`src/rtl/accessory_pkg.sv`:
```
// Constants and carrier types for the accessory-mode register group.
// Assumes register accesses arrive as decoded read and write strobes; set and clear are selected by address.
package accessory_pkg;

    localparam logic [5:0] CTRL_WRITE_ADDR = 6'h19;
    localparam logic [5:0] CTRL_SET_ADDR = 6'h1A;
    localparam logic [5:0] CTRL_CLEAR_ADDR = 6'h1B;
    localparam logic [5:0] IE_WRITE_ADDR = 6'h1D;
    localparam logic [5:0] IE_SET_ADDR = 6'h1E;
    localparam logic [5:0] IE_CLEAR_ADDR = 6'h1F;
    localparam logic [5:0] STATUS_ADDR = 6'h20;

    localparam int CTRL_ID_GROUND_BIT = 1;
    localparam int CTRL_UART_TX_BIT = 2;
    localparam int CTRL_UART_RX_BIT = 3;
    localparam int CTRL_LEFT_SPK_BIT = 4;
    localparam int CTRL_RIGHT_SPK_BIT = 5;
    localparam int CTRL_MIC_BIT = 6;
    localparam int CTRL_DATA2_REL_BIT = 7;
    localparam logic [7:0] CTRL_WRITABLE_MASK = 8'hFE;
    localparam logic [7:0] CTRL_RESET = 8'h00;

    localparam int IE_OPEN_RISE_BIT = 0;
    localparam int IE_OPEN_FALL_BIT = 1;
    localparam int IE_CHARGER_BIT = 2;
    localparam int IE_RESISTOR_BIT = 5;
    localparam logic [7:0] IE_WRITABLE_MASK = 8'h27;
    localparam logic [7:0] IE_RESET = 8'h00;

    localparam int STAT_OPEN_BIT = 0;
    localparam int STAT_CHARGER_BIT = 1;
    localparam int STAT_CODE_LSB = 3;
    localparam int STAT_DONE_BIT = 6;

    localparam logic [2:0] RID_ZERO_OHM = 3'h0;
    localparam logic [2:0] RID_75_OHM = 3'h1;
    localparam logic [2:0] RID_102K_OHM = 3'h2;
    localparam logic [2:0] RID_FLOATING = 3'h5;
    localparam logic [2:0] RID_ERROR = 3'h7;

    localparam int CONV_TIME_NS = 282000;
    localparam int CLK_PERIOD_NS = 4;
    localparam int CONV_CYCLES = (CONV_TIME_NS + CLK_PERIOD_NS - 1) / CLK_PERIOD_NS;

    typedef struct packed {
        logic rd;
        logic wr;
        logic [5:0] addr;
        logic [7:0] wdata;
    } reg_req_type;

    typedef struct packed {
        logic idOpen;
        logic chargerCmp;
        logic [2:0] ridCode;
    } sense_type;

endpackage

```
`src/rtl/edge_watch.sv`:
```
// Remembers the previous level of each sense input and flags any change.
// Assumes inputs are synchronous to clk.
`timescale 1ns/100ps
`default_nettype none
module edge_watch #(
    parameter int WIDTH = 2
) (
    input wire logic clk, // Clock.
    input wire logic rst_n, // Synchronous reset, active low.
    input wire logic [WIDTH-1:0] level, // Levels watched.
    output logic [WIDTH-1:0] rise, // Level went 0 to 1.
    output logic [WIDTH-1:0] fall // Level went 1 to 0.
);
    typedef struct packed {
        logic primed;
        logic [WIDTH-1:0] prev;
    } state_type;
    state_type state_q;
    state_type state_d;

    always_comb
    begin
        state_d = state_q;
        state_d.prev = level;
        state_d.primed = 1'b1;
    end

    always_ff @(posedge clk)
    begin
        if (!rst_n)
        begin
            state_q <= '0;
        end
        else
        begin
            state_q <= state_d;
        end
    end

    // No edges are reported until the first level has been captured.
    assign rise = state_q.primed ? (level & ~state_q.prev) : '0;
    assign fall = state_q.primed ? (~level & state_q.prev) : '0;
endmodule
`default_nettype wire

```
`src/rtl/conv_timer.sv`:
```
// Counts one resistor conversion period after a start pulse.
// Assumes start is a one-cycle pulse; a start while busy restarts.
`timescale 1ns/100ps
`default_nettype none
module conv_timer #(
    parameter int CYCLES = accessory_pkg::CONV_CYCLES
) (
    input wire logic clk, // Clock.
    input wire logic rst_n, // Synchronous reset, active low.
    input wire logic start, // Begin a conversion.
    output logic busy, // Conversion running.
    output logic done // One-cycle pulse at the end.
);
    typedef struct packed {
        logic busy;
        logic done;
        logic [$clog2(CYCLES+1)-1:0] count;
    } state_type;
    state_type state_q;
    state_type state_d;

    always_comb
    begin
        state_d = state_q;
        state_d.done = 1'b0;
        if (start)
        begin
            state_d.busy = 1'b1;
            state_d.count = '0;
        end
        else if (state_q.busy)
        begin
            if (state_q.count == ($clog2(CYCLES+1))'(CYCLES - 1))
            begin
                state_d.busy = 1'b0;
                state_d.done = 1'b1;
            end
            else
            begin
                state_d.count = state_q.count + 1'b1;
            end
        end
    end

    always_ff @(posedge clk)
    begin
        if (!rst_n)
        begin
            state_q <= '0;
        end
        else
        begin
            state_q <= state_d;
        end
    end

    assign busy = state_q.busy;
    assign done = state_q.done;
endmodule
`default_nettype wire

```
`src/rtl/accessory_mode_control_regs.sv`:
```
// Accessory-mode register group: switch control, interrupt enables, live status.
// Assumes decoded register strobes from the link side and synchronous analogue senses.
//
// How it works
// - Control register reads at 19h-1Bh; write 19h, set 1Ah, clear 1Bh.
// - Without receive routing, data line 1 is held high.
// - Transmit routing enable connects data line 0 to DM.
// - Receive routing enable connects DP to data line 1.
// - Left speaker switch connects DM to left speaker pin.
// - Right speaker or microphone switch connects DP to right speaker pin.
// - Bit 7 releases data line 2 in accessory mode instead of driving low.
// - In UART passthrough serial data also reaches enabled speaker pins.
// - Any audio switch disables the single-ended line receivers.
// - Interrupt enable register at 1Dh-1Fh with write, set, clear; resets zero.
// - Open-rise enable raises alt_int when ID starts floating.
// - Open-fall enable raises alt_int when ID stops floating.
// - Charger enable raises alt_int on any comparator change while sink current is enabled.
// - Resistor enable ORed with vendor enable raises alt_int on conversion done.
// - Status register at 20h is read-only and shows live values.
// - Status bit 1 shows comparator, valid only with sink current enabled.
// - Status bits 5:3 carry the measured ID resistor code.
// - Conversion done sets itself after a 282 us conversion.
// - Vendor code read clears done; status register read does not.
// - Unimplemented and reserved bits ignore writes and read zero.
`timescale 1ns/100ps
`default_nettype none
module accessory_mode_control_regs #(
    parameter int CONV_CYCLES = accessory_pkg::CONV_CYCLES
) (
    input wire logic clk, // Clock, 250 MHz.
    input wire logic rst_n, // Synchronous reset, active low.
    input wire accessory_pkg::reg_req_type regReq, // Register access request.
    output logic [7:0] regRdata, // Read data, registered.
    output logic regRvalid, // Read data valid pulse.
    input wire logic accessoryMode, // Accessory mode bit from interface control.
    input wire logic vendorResistorIe, // Vendor copy of resistor interrupt enable.
    input wire logic vendorCodeRead, // Pulse: code read via vendor register.
    input wire logic convStart, // Pulse: begin an ID resistor conversion.
    input wire accessory_pkg::sense_type sense, // Live analogue sense results.
    input wire logic sinkCurrentEn, // Sink current enable.
    input wire logic uartTxIn, // Serial transmit data on data line 0.
    input wire logic dpRxIn, // Serial receive level from DP.
    output logic data1Out, // Level driven on data line 1.
    output logic data1Oe, // Data line 1 output enable.
    output logic data2Out, // Level driven on data line 2.
    output logic data2Oe, // Data line 2 output enable.
    output logic dmTxOut, // Serial transmit level toward DM.
    output logic dmTxOe, // DM driven by transmit route.
    output logic dmToLeftSpeaker, // Switch DM to left speaker pin.
    output logic dpToRightSpeaker, // Switch DP to right speaker pin.
    output logic leftSpeakerData, // UART data mirrored to left speaker.
    output logic rightSpeakerData, // UART data mirrored to right speaker.
    output logic seReceiverEn, // Single-ended receivers enabled.
    output logic idGroundOut, // ID pin low level.
    output logic idGroundOe, // ID pin drive enable.
    output logic altInt, // Pulse: alt_int for next RXCMD.
    output logic convBusy // Conversion in progress.
);
    typedef struct packed {
        logic [7:0] ctrl;
        logic [7:0] ie;
        logic done;
        logic [7:0] rdata;
        logic rvalid;
        logic altInt;
    } state_type;
    state_type state_q;
    state_type state_d;

    logic [1:0] openRise;
    logic [1:0] openFall;
    logic convDone;
    logic [7:0] statusLive;
    logic chargerLive;

    edge_watch #(.WIDTH(2)) u_edges (
        .clk(clk),
        .rst_n(rst_n),
        .level({chargerLive, sense.idOpen}),
        .rise(openRise),
        .fall(openFall)
    );

    conv_timer #(.CYCLES(CONV_CYCLES)) u_timer (
        .clk(clk),
        .rst_n(rst_n),
        .start(convStart),
        .busy(convBusy),
        .done(convDone)
    );

    // Applies a write, set or clear to a register, keeping fixed-zero bits at zero.
    function automatic logic [7:0] apply_access(
        input logic [7:0] cur,
        input logic [7:0] data,
        input logic [1:0] op,
        input logic [7:0] mask
    );
        logic [7:0] res;
        res = cur;
        if (op == 2'h0)
        begin
            res = data;
        end
        else if (op == 2'h1)
        begin
            res = cur | data;
        end
        else if (op == 2'h2)
        begin
            res = cur & ~data;
        end
        return res & mask;
    endfunction

    // Comparator output is forced low while the sink current is off.
    assign chargerLive = sense.chargerCmp & sinkCurrentEn;

    always_comb
    begin
        statusLive = 8'h00;
        statusLive[accessory_pkg::STAT_OPEN_BIT] = sense.idOpen;
        statusLive[accessory_pkg::STAT_CHARGER_BIT] = chargerLive;
        statusLive[accessory_pkg::STAT_CODE_LSB +: 3] = sense.ridCode;
        statusLive[accessory_pkg::STAT_DONE_BIT] = state_q.done;
    end

    always_comb
    begin
        state_d = state_q;
        state_d.rvalid = 1'b0;
        state_d.altInt = 1'b0;
        if (regReq.wr)
        begin
            if (regReq.addr == accessory_pkg::CTRL_WRITE_ADDR)
            begin
                state_d.ctrl = apply_access(state_q.ctrl, regReq.wdata, 2'h0,
                    accessory_pkg::CTRL_WRITABLE_MASK);
            end
            else if (regReq.addr == accessory_pkg::CTRL_SET_ADDR)
            begin
                state_d.ctrl = apply_access(state_q.ctrl, regReq.wdata, 2'h1,
                    accessory_pkg::CTRL_WRITABLE_MASK);
            end
            else if (regReq.addr == accessory_pkg::CTRL_CLEAR_ADDR)
            begin
                state_d.ctrl = apply_access(state_q.ctrl, regReq.wdata, 2'h2,
                    accessory_pkg::CTRL_WRITABLE_MASK);
            end
            else if (regReq.addr == accessory_pkg::IE_WRITE_ADDR)
            begin
                state_d.ie = apply_access(state_q.ie, regReq.wdata, 2'h0,
                    accessory_pkg::IE_WRITABLE_MASK);
            end
            else if (regReq.addr == accessory_pkg::IE_SET_ADDR)
            begin
                state_d.ie = apply_access(state_q.ie, regReq.wdata, 2'h1,
                    accessory_pkg::IE_WRITABLE_MASK);
            end
            else if (regReq.addr == accessory_pkg::IE_CLEAR_ADDR)
            begin
                state_d.ie = apply_access(state_q.ie, regReq.wdata, 2'h2,
                    accessory_pkg::IE_WRITABLE_MASK);
            end
        end
        if (regReq.rd)
        begin
            state_d.rvalid = 1'b1;
            if (regReq.addr >= accessory_pkg::CTRL_WRITE_ADDR
                && regReq.addr <= accessory_pkg::CTRL_CLEAR_ADDR)
            begin
                state_d.rdata = state_q.ctrl;
            end
            else if (regReq.addr >= accessory_pkg::IE_WRITE_ADDR
                && regReq.addr <= accessory_pkg::IE_CLEAR_ADDR)
            begin
                state_d.rdata = state_q.ie;
            end
            else if (regReq.addr == accessory_pkg::STATUS_ADDR)
            begin
                state_d.rdata = statusLive;
            end
            else
            begin
                state_d.rdata = 8'h00;
            end
        end
        // A completing conversion wins over a vendor read in the same cycle.
        if (convDone)
        begin
            state_d.done = 1'b1;
        end
        else if (vendorCodeRead)
        begin
            state_d.done = 1'b0;
        end
        else if (convStart)
        begin
            state_d.done = 1'b0;
        end
        state_d.altInt = (state_q.ie[accessory_pkg::IE_OPEN_RISE_BIT] & openRise[0])
            | (state_q.ie[accessory_pkg::IE_OPEN_FALL_BIT] & openFall[0])
            | (state_q.ie[accessory_pkg::IE_CHARGER_BIT] & (openRise[1] | openFall[1]))
            | ((state_q.ie[accessory_pkg::IE_RESISTOR_BIT] | vendorResistorIe)
                & convDone);
    end

    always_ff @(posedge clk)
    begin
        if (!rst_n)
        begin
            state_q.ctrl <= accessory_pkg::CTRL_RESET;
            state_q.ie <= accessory_pkg::IE_RESET;
            state_q.done <= 1'b0;
            state_q.rdata <= 8'h00;
            state_q.rvalid <= 1'b0;
            state_q.altInt <= 1'b0;
        end
        else
        begin
            state_q <= state_d;
        end
    end

    logic txRoute;
    logic rxRoute;
    logic leftSw;
    logic rightSw;
    logic micSw;
    logic anyAudio;
    assign txRoute = state_q.ctrl[accessory_pkg::CTRL_UART_TX_BIT];
    assign rxRoute = state_q.ctrl[accessory_pkg::CTRL_UART_RX_BIT];
    assign leftSw = state_q.ctrl[accessory_pkg::CTRL_LEFT_SPK_BIT];
    assign rightSw = state_q.ctrl[accessory_pkg::CTRL_RIGHT_SPK_BIT];
    assign micSw = state_q.ctrl[accessory_pkg::CTRL_MIC_BIT];
    assign anyAudio = leftSw | rightSw | micSw;

    assign regRdata = state_q.rdata;
    assign regRvalid = state_q.rvalid;
    assign altInt = state_q.altInt;

    // Data line 1 carries DP when routed, otherwise a steady high, in accessory mode.
    assign data1Oe = accessoryMode;
    assign data1Out = rxRoute ? dpRxIn : 1'b1;
    // Data line 2 is driven low in accessory mode unless released.
    assign data2Oe = accessoryMode & ~state_q.ctrl[accessory_pkg::CTRL_DATA2_REL_BIT];
    assign data2Out = 1'b0;
    assign dmTxOe = accessoryMode & txRoute;
    assign dmTxOut = uartTxIn;
    assign dmToLeftSpeaker = leftSw;
    assign dpToRightSpeaker = rightSw | micSw;
    // UART levels follow the switched DM and DP lines onto the speaker pins.
    assign leftSpeakerData = (accessoryMode & txRoute & leftSw) ? uartTxIn : 1'b0;
    assign rightSpeakerData = (accessoryMode & (rightSw | micSw)) ? dpRxIn : 1'b0;
    assign seReceiverEn = ~anyAudio;
    assign idGroundOut = 1'b0;
    assign idGroundOe = state_q.ctrl[accessory_pkg::CTRL_ID_GROUND_BIT];
endmodule
`default_nettype wire

```
`config.mk`:
```
export PLATFORM = sky130hd
export DESIGN_NAME = accessory_mode_control_regs
export DESIGN_NICKNAME = d
export VERILOG_FILES = /design/src/rtl/accessory_pkg.sv /design/src/rtl/edge_watch.sv /design/src/rtl/conv_timer.sv /design/src/rtl/accessory_mode_control_regs.sv
export SDC_FILE = /design/constraint.sdc
export NUM_CORES = 1
export LEC_CHECK = 0
export BUFFER_PORTS_ARGS = -buffer_cell sky130_fd_sc_hd__buf_2
export CORE_MARGIN = 2
export CORE_UTILIZATION = 40
export DETAILED_ROUTE_END_ITERATION = 8
export PLACE_DENSITY = 0.76
export SYNTH_ARGS = -nofsm -noshare
export SYNTH_HDL_FRONTEND = slang
export SYNTH_SLANG_ARGS = --single-unit
```
`constraint.sdc`:
```
create_clock -name clk -period 1.51 [get_ports clk]
set_input_delay 0.302 -clock clk [delete_from_list [all_inputs] [get_ports clk]]
set_output_delay 0.302 -clock clk [all_outputs]
set_load 0.05 [all_outputs]
```
Word level (Yosys, flattened, before mapping)
Cells that the tools add are included.
{"block": "word_totals", "ff_bits": 49, "input_bits": 30, "output_inout_bits": 24, "wordCells": 91}
{"block": "op_classes", "n_addsub": 1, "magnitude_cmp": 4, "n_eq_ne": 8, "muxes": 23, "bitwise_logic": 34, "reduce_logical": 10}
{"op": "8-bit two-way mux", "count": 8}
{"op": "6-bit by 5-bit equality test with 1-bit output (second input constant)", "count": 6}
{"op": "19-bit two-way mux", "count": 1}
{"op": "17-bit by 1-bit adder with 17-bit output (second input constant)", "count": 1}
{"op": "17-bit equality test (second input constant)", "count": 1}
{"op": "17-bit two-way mux", "count": 1}
{"op": "6-bit by 5-bit >= comparator with 1-bit output (second input constant)", "count": 2}
{"op": "6-bit by 5-bit <= comparator with 1-bit output (second input constant)", "count": 2}
{"op": "1-bit bitwise AND", "count": 9}
{"op": "3-bit nonzero test", "count": 3}
{"op": "8-bit bitwise AND", "count": 1}
{"op": "1-bit two-way mux", "count": 8}
{"op": "1-bit inverter", "count": 8}
{"op": "8-bit inverter", "count": 1}
{"op": "1-bit bitwise OR", "count": 8}
{"op": "8-bit bitwise OR", "count": 1}
{"op": "7-bit two-way mux", "count": 1}
{"op": "6-bit bitwise AND", "count": 1}
{"op": "6-bit equality test (second input constant)", "count": 1}
{"op": "2-bit two-way mux", "count": 3}
{"op": "6-bit bitwise OR", "count": 1}
{"op": "5-bit AND reduction", "count": 1}
{"op": "2-bit bitwise AND", "count": 2}
{"op": "2-bit inverter", "count": 2}
{"op": "5 further kinds", "count": 7}

Longest topological paths before layout
Gate-level depths: netlist (run 1).
{"block": "depth", "ltp_word": 8, "ltp_mapped": 5}

Cells and area by module
Synthesis (run 1) repeated with hierarchy kept, for this count alone.
{"block": "unflattened", "cells_unflattened": 240, "area_unflattened_um2": 2182.1}
{"mod": "accessory_mode_control_regs", "instances": 1, "cells_per_inst": 133, "area_each_um2": 1187.4, "seq_area_each_um2": 440.4}
{"mod": "conv_timer", "instances": 1, "cells_per_inst": 98, "area_each_um2": 884.6, "seq_area_each_um2": 380.4}
{"mod": "edge_watch", "instances": 1, "cells_per_inst": 9, "area_each_um2": 110.1, "seq_area_each_um2": 60.1}

Worst setup path before layout (run 1)
No wires, ideal clock.
{"block": "synth_path", "kind": "reg2reg", "startpoint": "reg u_timer.state_q, in the netlist u_timer.busy", "endpoint": "reg u_timer.state_q[15] (netlist name)", "setup_time_ps": 70, "t_arrival_ps": 1941, "required_ps": 1440, "slack_ps": -501, "path_stages_with_launch": 5, "n_path_buf": 0, "synth_period_minus_slack_ps": 2011, "cell_sequence": "dfxtp_1 -> nand4_2 -> or3_4 -> or4_1 -> a21oi_1"}
{"block": "synth_between", "elab_chain_len": 1}
{"element": "from (decl)", "line_no": "conv_timer.sv:19", "rtl": "state_type state_q;"}
{"element": "from (signal assigned)", "line_no": "conv_timer.sv:53", "rtl": "state_q <= state_d;"}
{"element": "2-bit AND reduction (no source line)"}
Every way passes these cells.
A chain may end at the register's enable or synchronous reset.

Worst setup path after layout (run 1)
{"block": "layout_path", "startpoint": "reg u_timer.state_q[1] (netlist name)", "endpoint": "reg u_timer.state_q[15] (netlist name)"}
{"block": "layout_between", "elab_chain_len": 3, "elab_cells_between_ends": 4, "classes_between": "add/sub (1); eq/ne (1); bitwise (1); reduce/logical (1)"}
{"element": "branches (longest 3 deep; another with 17-bit by 1-bit adder with 17-bit output)"}
Parallel ways; which one is timed is not known.

==> results.txt, run 1 <==
----------------------------------------------------
[STA]
  Maximum operating frequency ... 623.5 MHz
  Post-route clock period utilization ... 106.2%
  Worst path setup slack after routing ... -93.83 ps
  Post-Route Skew ... 11.18 ps
  Hold violation total from the final report ... 0
  RSZ-0062 raised after global routing ... true
  Final Critical Period ... 1604 ps
  Final sum of negative setup slack ... -193.4 ps
  Number of setup violations in the final report ... 3
  Final max-slew violation count ... 0

[Critical path]
  Req. time, crit path ... 1740 ps
  Maximum single-stage delay on the critical path ... 510 ps
  Critical Path, Cell by Cell ... buf_6 -> nand2_2 -> or3_4 -> or4_1 -> a21oi_1
  Critical Path Sink Type ... flip-flop
  Startpoint class of the critical path ... flip-flop
  CP delay by family, top ... simple AND/OR/NAND/NOR gates
  Arrival time reported for the critical path endpoint ... 1830 ps
  Buffer and inverter count on the worst path ... 1
  Critical path class ... reg -> reg
  Critical path's slowest cell ... sky130_fd_sc_hd__or4_1
  Maximum fanout count along the critical path ... 3

[Cells and area]
  Nets@finish ... 365
  Area added between synthesis and finish ... 36.04%
  Post-route insts no fill ... 405
  Ant. Diodes ... 0
  Summed area of non-filler cells in the final layout ... 0.002914 mm^2
  Layout cell share with drive strength beyond 1 ... 40.00%
  Count of fill cells added during filler insertion ... 459

[Route]
  Average detailed-routed wire length per instance ... 14.92 um
  Remaining antenna violation count after routing ... 0
  1st-iter DRT viols ... 157
  Length of the first detailed-routing pass in iterations ... 4
  Total wire length after detailed routing ... 6.043 mm
  Via-per-instance ratio ... 5.506
  Via total after detailed routing ... 2,230
  DRC violations left ... 0

[Yosys]
  Gate Count Post-Synth ... 255
  Cell area after technology mapping ... 0.002142 mm^2
  Synth top area cells ... sky130_fd_sc_hd__dfxtp_1 41%, sky130_fd_sc_hd__a21oi_1 6.3%, sky130_fd_sc_hd__xnor2_1 5.3%, sky130_fd_sc_hd__o21ai_0 4.7%, sky130_fd_sc_hd__buf_4 4.2%
  Primary FF master, synth ... sky130_fd_sc_hd__dfxtp_1
  Most frequent cells after synthesis ... 44 x sky130_fd_sc_hd__dfxtp_1, 27 x sky130_fd_sc_hd__a21oi_1, 23 x sky130_fd_sc_hd__nor2_1, 20 x sky130_fd_sc_hd__o21ai_0, 18 x sky130_fd_sc_hd__nand2_1
  FFs w/ async S/R, synth ... 0%
  Number of warnings printed during yosys synthesis ... 0
  Library cell with the highest instance count after synthesis ... sky130_fd_sc_hd__dfxtp_1
  Post-synth EDFFs ... 0
  Post-synth top area share ... 41.12%
  Average size of a mapped cell ... 8.400 um^2
  Count of different cell masters after synthesis ... 46
  Library cell occupying the most area in the post-synthesis netlist ... sky130_fd_sc_hd__dfxtp_1
  Register area share after synthesis ... 41.12%
  Register bit total from synthesis ... 44

[CTS]
  CTS tree ... yes
  Clock root cell ... sky130_fd_sc_hd__clkbuf_8
  Number of clock sinks ... 44
  Hold bufs inserted after CTS ... 0
  TritonCTS buffer count ... 5
  Number of buffers on the longest clock path ... 2
  Insertion delay of the later-clocked pin in the worst-skew pair ... 300 ps
  Register clock-pin slew on the reported worst setup and hold paths ... 90 ps
  H-tree levels ... 2

[Min path]
  Path category of the worst min-delay check ... in -> reg

[Global route]
  Maximum number of pins on one net before global-route repair ... 18
  Initial antenna violation count ... 0
  First-pass GRT wire length ... 9.611 mm
  Overall Global Routing Usage ... 19.87%
  Via count of the first global-routing pass ... 2,103
  Remaining global-route overflow ... 0

[Pwr]
  Max VDD drop ... 0.5653 mV
  Static power due to leakage ... 1.116 nW
  Total power divided by cell area ... 825.1 mW/mm^2
  Combinational share of power ... 12.2%
  Sequential Power Share ... 49.4%
  Switching power total ... 625.6 uW
  Cell-internal power ... 1.779 mW
  Switching power as a share of total power ... 26.02%
  Fraction of power consumed by the clock network ... 38.4%

[Placement]
  Weighted congestion at the end of routability-driven global placement ... 0.8350
  Post-place instance area ... 0.002676 mm^2
  Placed Cells incl. Taps ... 393
  DP HPWL ... 4.178 mm
  Count of buffers inserted at the top-level ports ... 51

[Floorplanning]
  Core Footprint ... 0.005140 mm^2
  I/O Pins ... 54
  Initial standard-cell utilization of the core ... 41.67%
  Die Footprint ... 0.005957 mm^2
  Chip Width ... 77.18 um
  Core Rows ... 26
  Vertical extent of the die ... 77.18 um

[Outcome]
  Violations in the final reports ... negative setup slack
  Result of the run ... finished, violations left

[Flow run]
  Number of maximum-capacitance constraint violations ... 0

----------------------------------------------------
cells in the final DEF, fill, tap and decap left out, types with 5 or more instances in the layout:
master,n
sky130_fd_sc_hd__a21oi_1,26
sky130_fd_sc_hd__buf_2,48
sky130_fd_sc_hd__buf_4,41
sky130_fd_sc_hd__clkbuf_8,5
sky130_fd_sc_hd__dfxtp_1,35
sky130_fd_sc_hd__dfxtp_2,7
sky130_fd_sc_hd__inv_1,6
sky130_fd_sc_hd__nand2_1,17
sky130_fd_sc_hd__nand2b_1,6
sky130_fd_sc_hd__nand3_1,6
sky130_fd_sc_hd__nand4_1,5
sky130_fd_sc_hd__nor2_1,21
sky130_fd_sc_hd__nor2b_1,8
sky130_fd_sc_hd__o21ai_0,19
sky130_fd_sc_hd__xnor2_1,13
what timing repair did:
item                                    4_1_cts  5_1_grt
gates cloned                                  0        0
endpoints found under the hold margin         0        0
pin swaps                                     7        4
endpoints found under the setup margin       10       13
resized for setup                            18        9
setup buffers                                 1        3
tightest hold or removal path, stage by stage:
cell and delay (ps):
sky130_fd_sc_hd__buf_2 100, sky130_fd_sc_hd__nand2_1 50, sky130_fd_sc_hd__a21oi_1 50
stage by stage:
stage	util, %	worst slack, ps	power [mW]	hold WS, ps
finish	56.69	-93.83	2.404	243.5
global route	56.69	-118.2	2.509	242.3
CTS	55.40	-53.35	2.415	238.0
detailed placement	52.07	-106.4	1.500	449.3
global placement	52.07	-59.86	1.493	432.0
floorplan	-	-125.7	1.406	329.7
path summary, 6_finish.rpt:
path	endpoint	from	slack (ps)	cells past startpoint
worst max register to register	u_timer.state_q[15]$_SDFFE_PP0P_	u_timer.state_q[1]$_SDFFE_PP0P_	-90	5
worst max-delay path	u_timer.state_q[15]$_SDFFE_PP0P_	u_timer.state_q[1]$_SDFFE_PP0P_	-90	5
worst min register to register	altInt$_SDFF_PN0_	u_edges.state_q[2]$_DFF_P_	460	2
worst min-delay path	flip-flop	regReq[7]	240	3
power by group through the flow:
| stage | combinational (mW) | clock [mW] | sequential, mW |
|---|---|---|---|
| CTS | 0.287 | 0.939 | 1.19 |
| global route | 0.316 | 1.00 | 1.19 |
| detailed placement | 0.284 | 0 | 1.22 |
| finish | 0.293 | 0.922 | 1.19 |
| global placement | 0.278 | 0 | 1.21 |
| floorplan | 0.176 | 0 | 1.23 |
layout make-up:
cell class / count / area, um^2 / area share (%)
clock inverters: 3 / 46.29 / 1.589
well taps: 70 / 87.58 / 3.006
flip-flops and latches: 44 / 897.1 / 30.79
inverters: 7 / 26.28 / 0.9017
repair buffers: 91 / 574.3 / 19.71
clock buffers: 5 / 68.82 / 2.362
multi-input cells: 185 / 1214 / 41.65
metal layers:
| layer | up-vias | global-route usage (%) | share of wire, % |
|---|---|---|---|
| li1 | 1061 | - | - |
| met1 | 1019 | 23.84 | 40 |
| met2 | 120 | 32.78 | 47 |
| met3 | 30 | 5.059 | 9.2 |
| met4 | 0 | 10.00 | 4.1 |
| met5 | - | 0 | 0 |
cells by family after synthesis:
logic type / Yosys count / synth area share, %
buf+inv: 27 / 6.892
compound gates: 63 / 17.06
other cells: 1 / 0.1751
flops: 44 / 41.12
simple gates: 101 / 26.46
xor+xnor: 15 / 6.133
fa+ha+maj: 1 / 0.5840
mux: 3 / 1.577
No activity file was read; power rests on OpenSTA's default activity.
==> run 2, diff against run 1 <==
==> constraint.sdc (replaced) <==
create_clock -name clk -period 1.51 [get_ports clk]
set_input_delay 0.151 -clock clk [delete_from_list [all_inputs] [get_ports clk]]
set_output_delay 0.151 -clock clk [all_outputs]
set_load 0.05 [all_outputs]
==> results.txt, run 2 (synthesized netlist as in run 1, its figures left out) <==
----------------------------------------------------
[Outcome]
  Result of the run ... finished, violations left
  Violations in the final reports ... negative setup slack

[Critical path]
  Critical path class ... reg -> reg
  Arrival time reported for the critical path endpoint ... 1790 ps
  Startpoint class of the critical path ... flip-flop
  Launching element of the worst setup path ... u_timer.state_q[1]$_SDFFE_PP0P_
  Req. time, crit path ... 1750 ps
  Startpoint of the lowest-slack register-to-register path ... u_timer.state_q[1]$_SDFFE_PP0P_
  Critical Path Sink Type ... flip-flop
  Maximum fanout count along the critical path ... 6

[Route]
  1st-iter DRT viols ... 145
  Length of the first detailed-routing pass in iterations ... 5
  Remaining antenna violation count after routing ... 0
  Highest metal used ... met4
  DRC violations left ... 0
  Via total after detailed routing ... 2,055
  Via-per-instance ratio ... 5.203
  Routed length on met3 ... 324 um
  Total wire length after detailed routing ... 5.465 mm
  Average detailed-routed wire length per instance ... 13.84 um
  M1 WL ... 2.398 mm
  Total met2 wirelength after detailed routing ... 2.657 mm

[STA]
  Post-route clock period utilization ... 102.3%
  Hold Worst Slack ... 91.03 ps
  Hold violation total from the final report ... 0
  Post-Route Skew ... 9.080 ps
  RSZ-0062 raised after global routing ... true
  Maximum operating frequency ... 647.5 MHz
  Worst path setup slack after routing ... -34.44 ps
  Final Critical Period ... 1544 ps
  Number of setup violations in the final report ... 1
  Final max-slew violation count ... 0

[Floorplanning]
  Core Rows ... 26
  Core Footprint ... 0.005140 mm^2
  Initial standard-cell utilization of the core ... 41.67%
  Vertical extent of the die ... 77.18 um
  I/O Pins ... 54
  Die Footprint ... 0.005957 mm^2
  Chip Width ... 77.18 um

[CTS]
  TritonCTS buffer count ... 5
  Number of clock sinks ... 44
  Register clock-pin slew on the reported worst setup and hold paths ... 90 ps
  Clock root cell ... sky130_fd_sc_hd__clkbuf_8
  Insertion delay of the later-clocked pin in the worst-skew pair ... 300 ps
  CTS tree ... yes
  Number of buffers on the longest clock path ... 2
  Hold bufs inserted after CTS ... 0
  H-tree levels ... 2

[Cells and area]
  Total area of multi-input combinational cells ... 0.001210 mm^2
  Nets@finish ... 355
  Layout cell share with drive strength beyond 1 ... 39.69%
  Post-route insts no fill ... 395
  Highest-count cells in the layout ignoring fill and taps ... 50 x sky130_fd_sc_hd__buf_2, 31 x sky130_fd_sc_hd__dfxtp_1, 30 x sky130_fd_sc_hd__buf_4
  Footprint of the flip-flops and latches ... 907.1 um^2
  Area added between synthesis and finish ... 32.01%
  Count of fill cells added during filler insertion ... 469
  Most frequent standard cell in the layout excluding fill and tap cells ... sky130_fd_sc_hd__buf_2
  Ant. Diodes ... 0

[Min path]
  Path category of the worst min-delay check ... in -> reg
  Worst hold path startpoint ... regReq[3]

[Placement]
  Count of buffers inserted at the top-level ports ... 51
  DP HPWL ... 3.940 mm
  Post-Place Worst Slack ... -42.17 ps
  Placed Cells incl. Taps ... 383
  Weighted congestion at the end of routability-driven global placement ... 0.8178

[Pwr]
  Total power divided by cell area ... 837.9 mW/mm^2
  Max VDD drop ... 0.3701 mV
  Static power due to leakage ... 1.072 nW

[Global route]
  Overall Global Routing Usage ... 17.57%
  Remaining global-route overflow ... 0
  Via count of the first global-routing pass ... 1,878
  Maximum number of pins on one net before global-route repair ... 18
  Initial antenna violation count ... 0
  First-pass GRT wire length ... 8.500 mm

[Flow run]
  Number of maximum-capacitance constraint violations ... 0

----------------------------------------------------
## run 2: where the power goes
group	internal (mW)	switching (mW)
Clock	0.491	0.419
Combinational	0.0932	0.181
Sequential	1.17	0.0120
## run 2: what timing repair did
action                                  in CTS  in global routing
endpoints found under the setup margin       5                  8
gates resized for setup                      7                 16
pin swaps                                    1                  7
setup buffers                                0                  4
## run 2: worst max-delay path, cell delays in order, from the launching register on
cell                      delay [ps]
sky130_fd_sc_hd__dfxtp_4         380
sky130_fd_sc_hd__ha_4            170
sky130_fd_sc_hd__nand4_1         160
sky130_fd_sc_hd__nor2_2          140
sky130_fd_sc_hd__or4b_4          490
sky130_fd_sc_hd__a21oi_2         150
## run 2: path summary, 6_finish.rpt
check / to / slack (ps) / cells past startpoint
worst max-delay path: u_timer.state_q[14]$_SDFFE_PP0P_ / -30 / 5
worst min-delay path: flip-flop / 90 / 3
worst max register to register: u_timer.state_q[14]$_SDFFE_PP0P_ / -30 / 5
worst min register to register: altInt$_SDFF_PN0_ / 440 / 2
## run 2: per-layer routing
layer | vias up | track usage [%]
li1 | 1031 | -
met2 | 63 | 29.39
met4 | 0 | 6.964
met5 | - | 0
met1 | 951 | 21.79
met3 | 10 | 4.000
## run 2: layout make-up
type                       count  share of cell area [%]
multi-input combinational    185                   42.79
clock buffer                   5                   2.434
inverter                       7                  0.9292
clock inverter                 3                   1.460
timing repair buffer          81                   17.21
sequential                    44                   32.08
tap                           70                   3.097
## run 2: metrics by stage
step,util (%),setup TNS (ps),cell area [um^2],power (mW)
CTS,53.46,0,2748,2.387
global placement,50.97,0,2620,1.483
floorplan,-,-75.53,2203,1.405
global route,55.01,-156.0,2828,2.454
detailed placement,50.97,-44.12,2620,1.488
finish,55.01,-34.44,2828,2.369
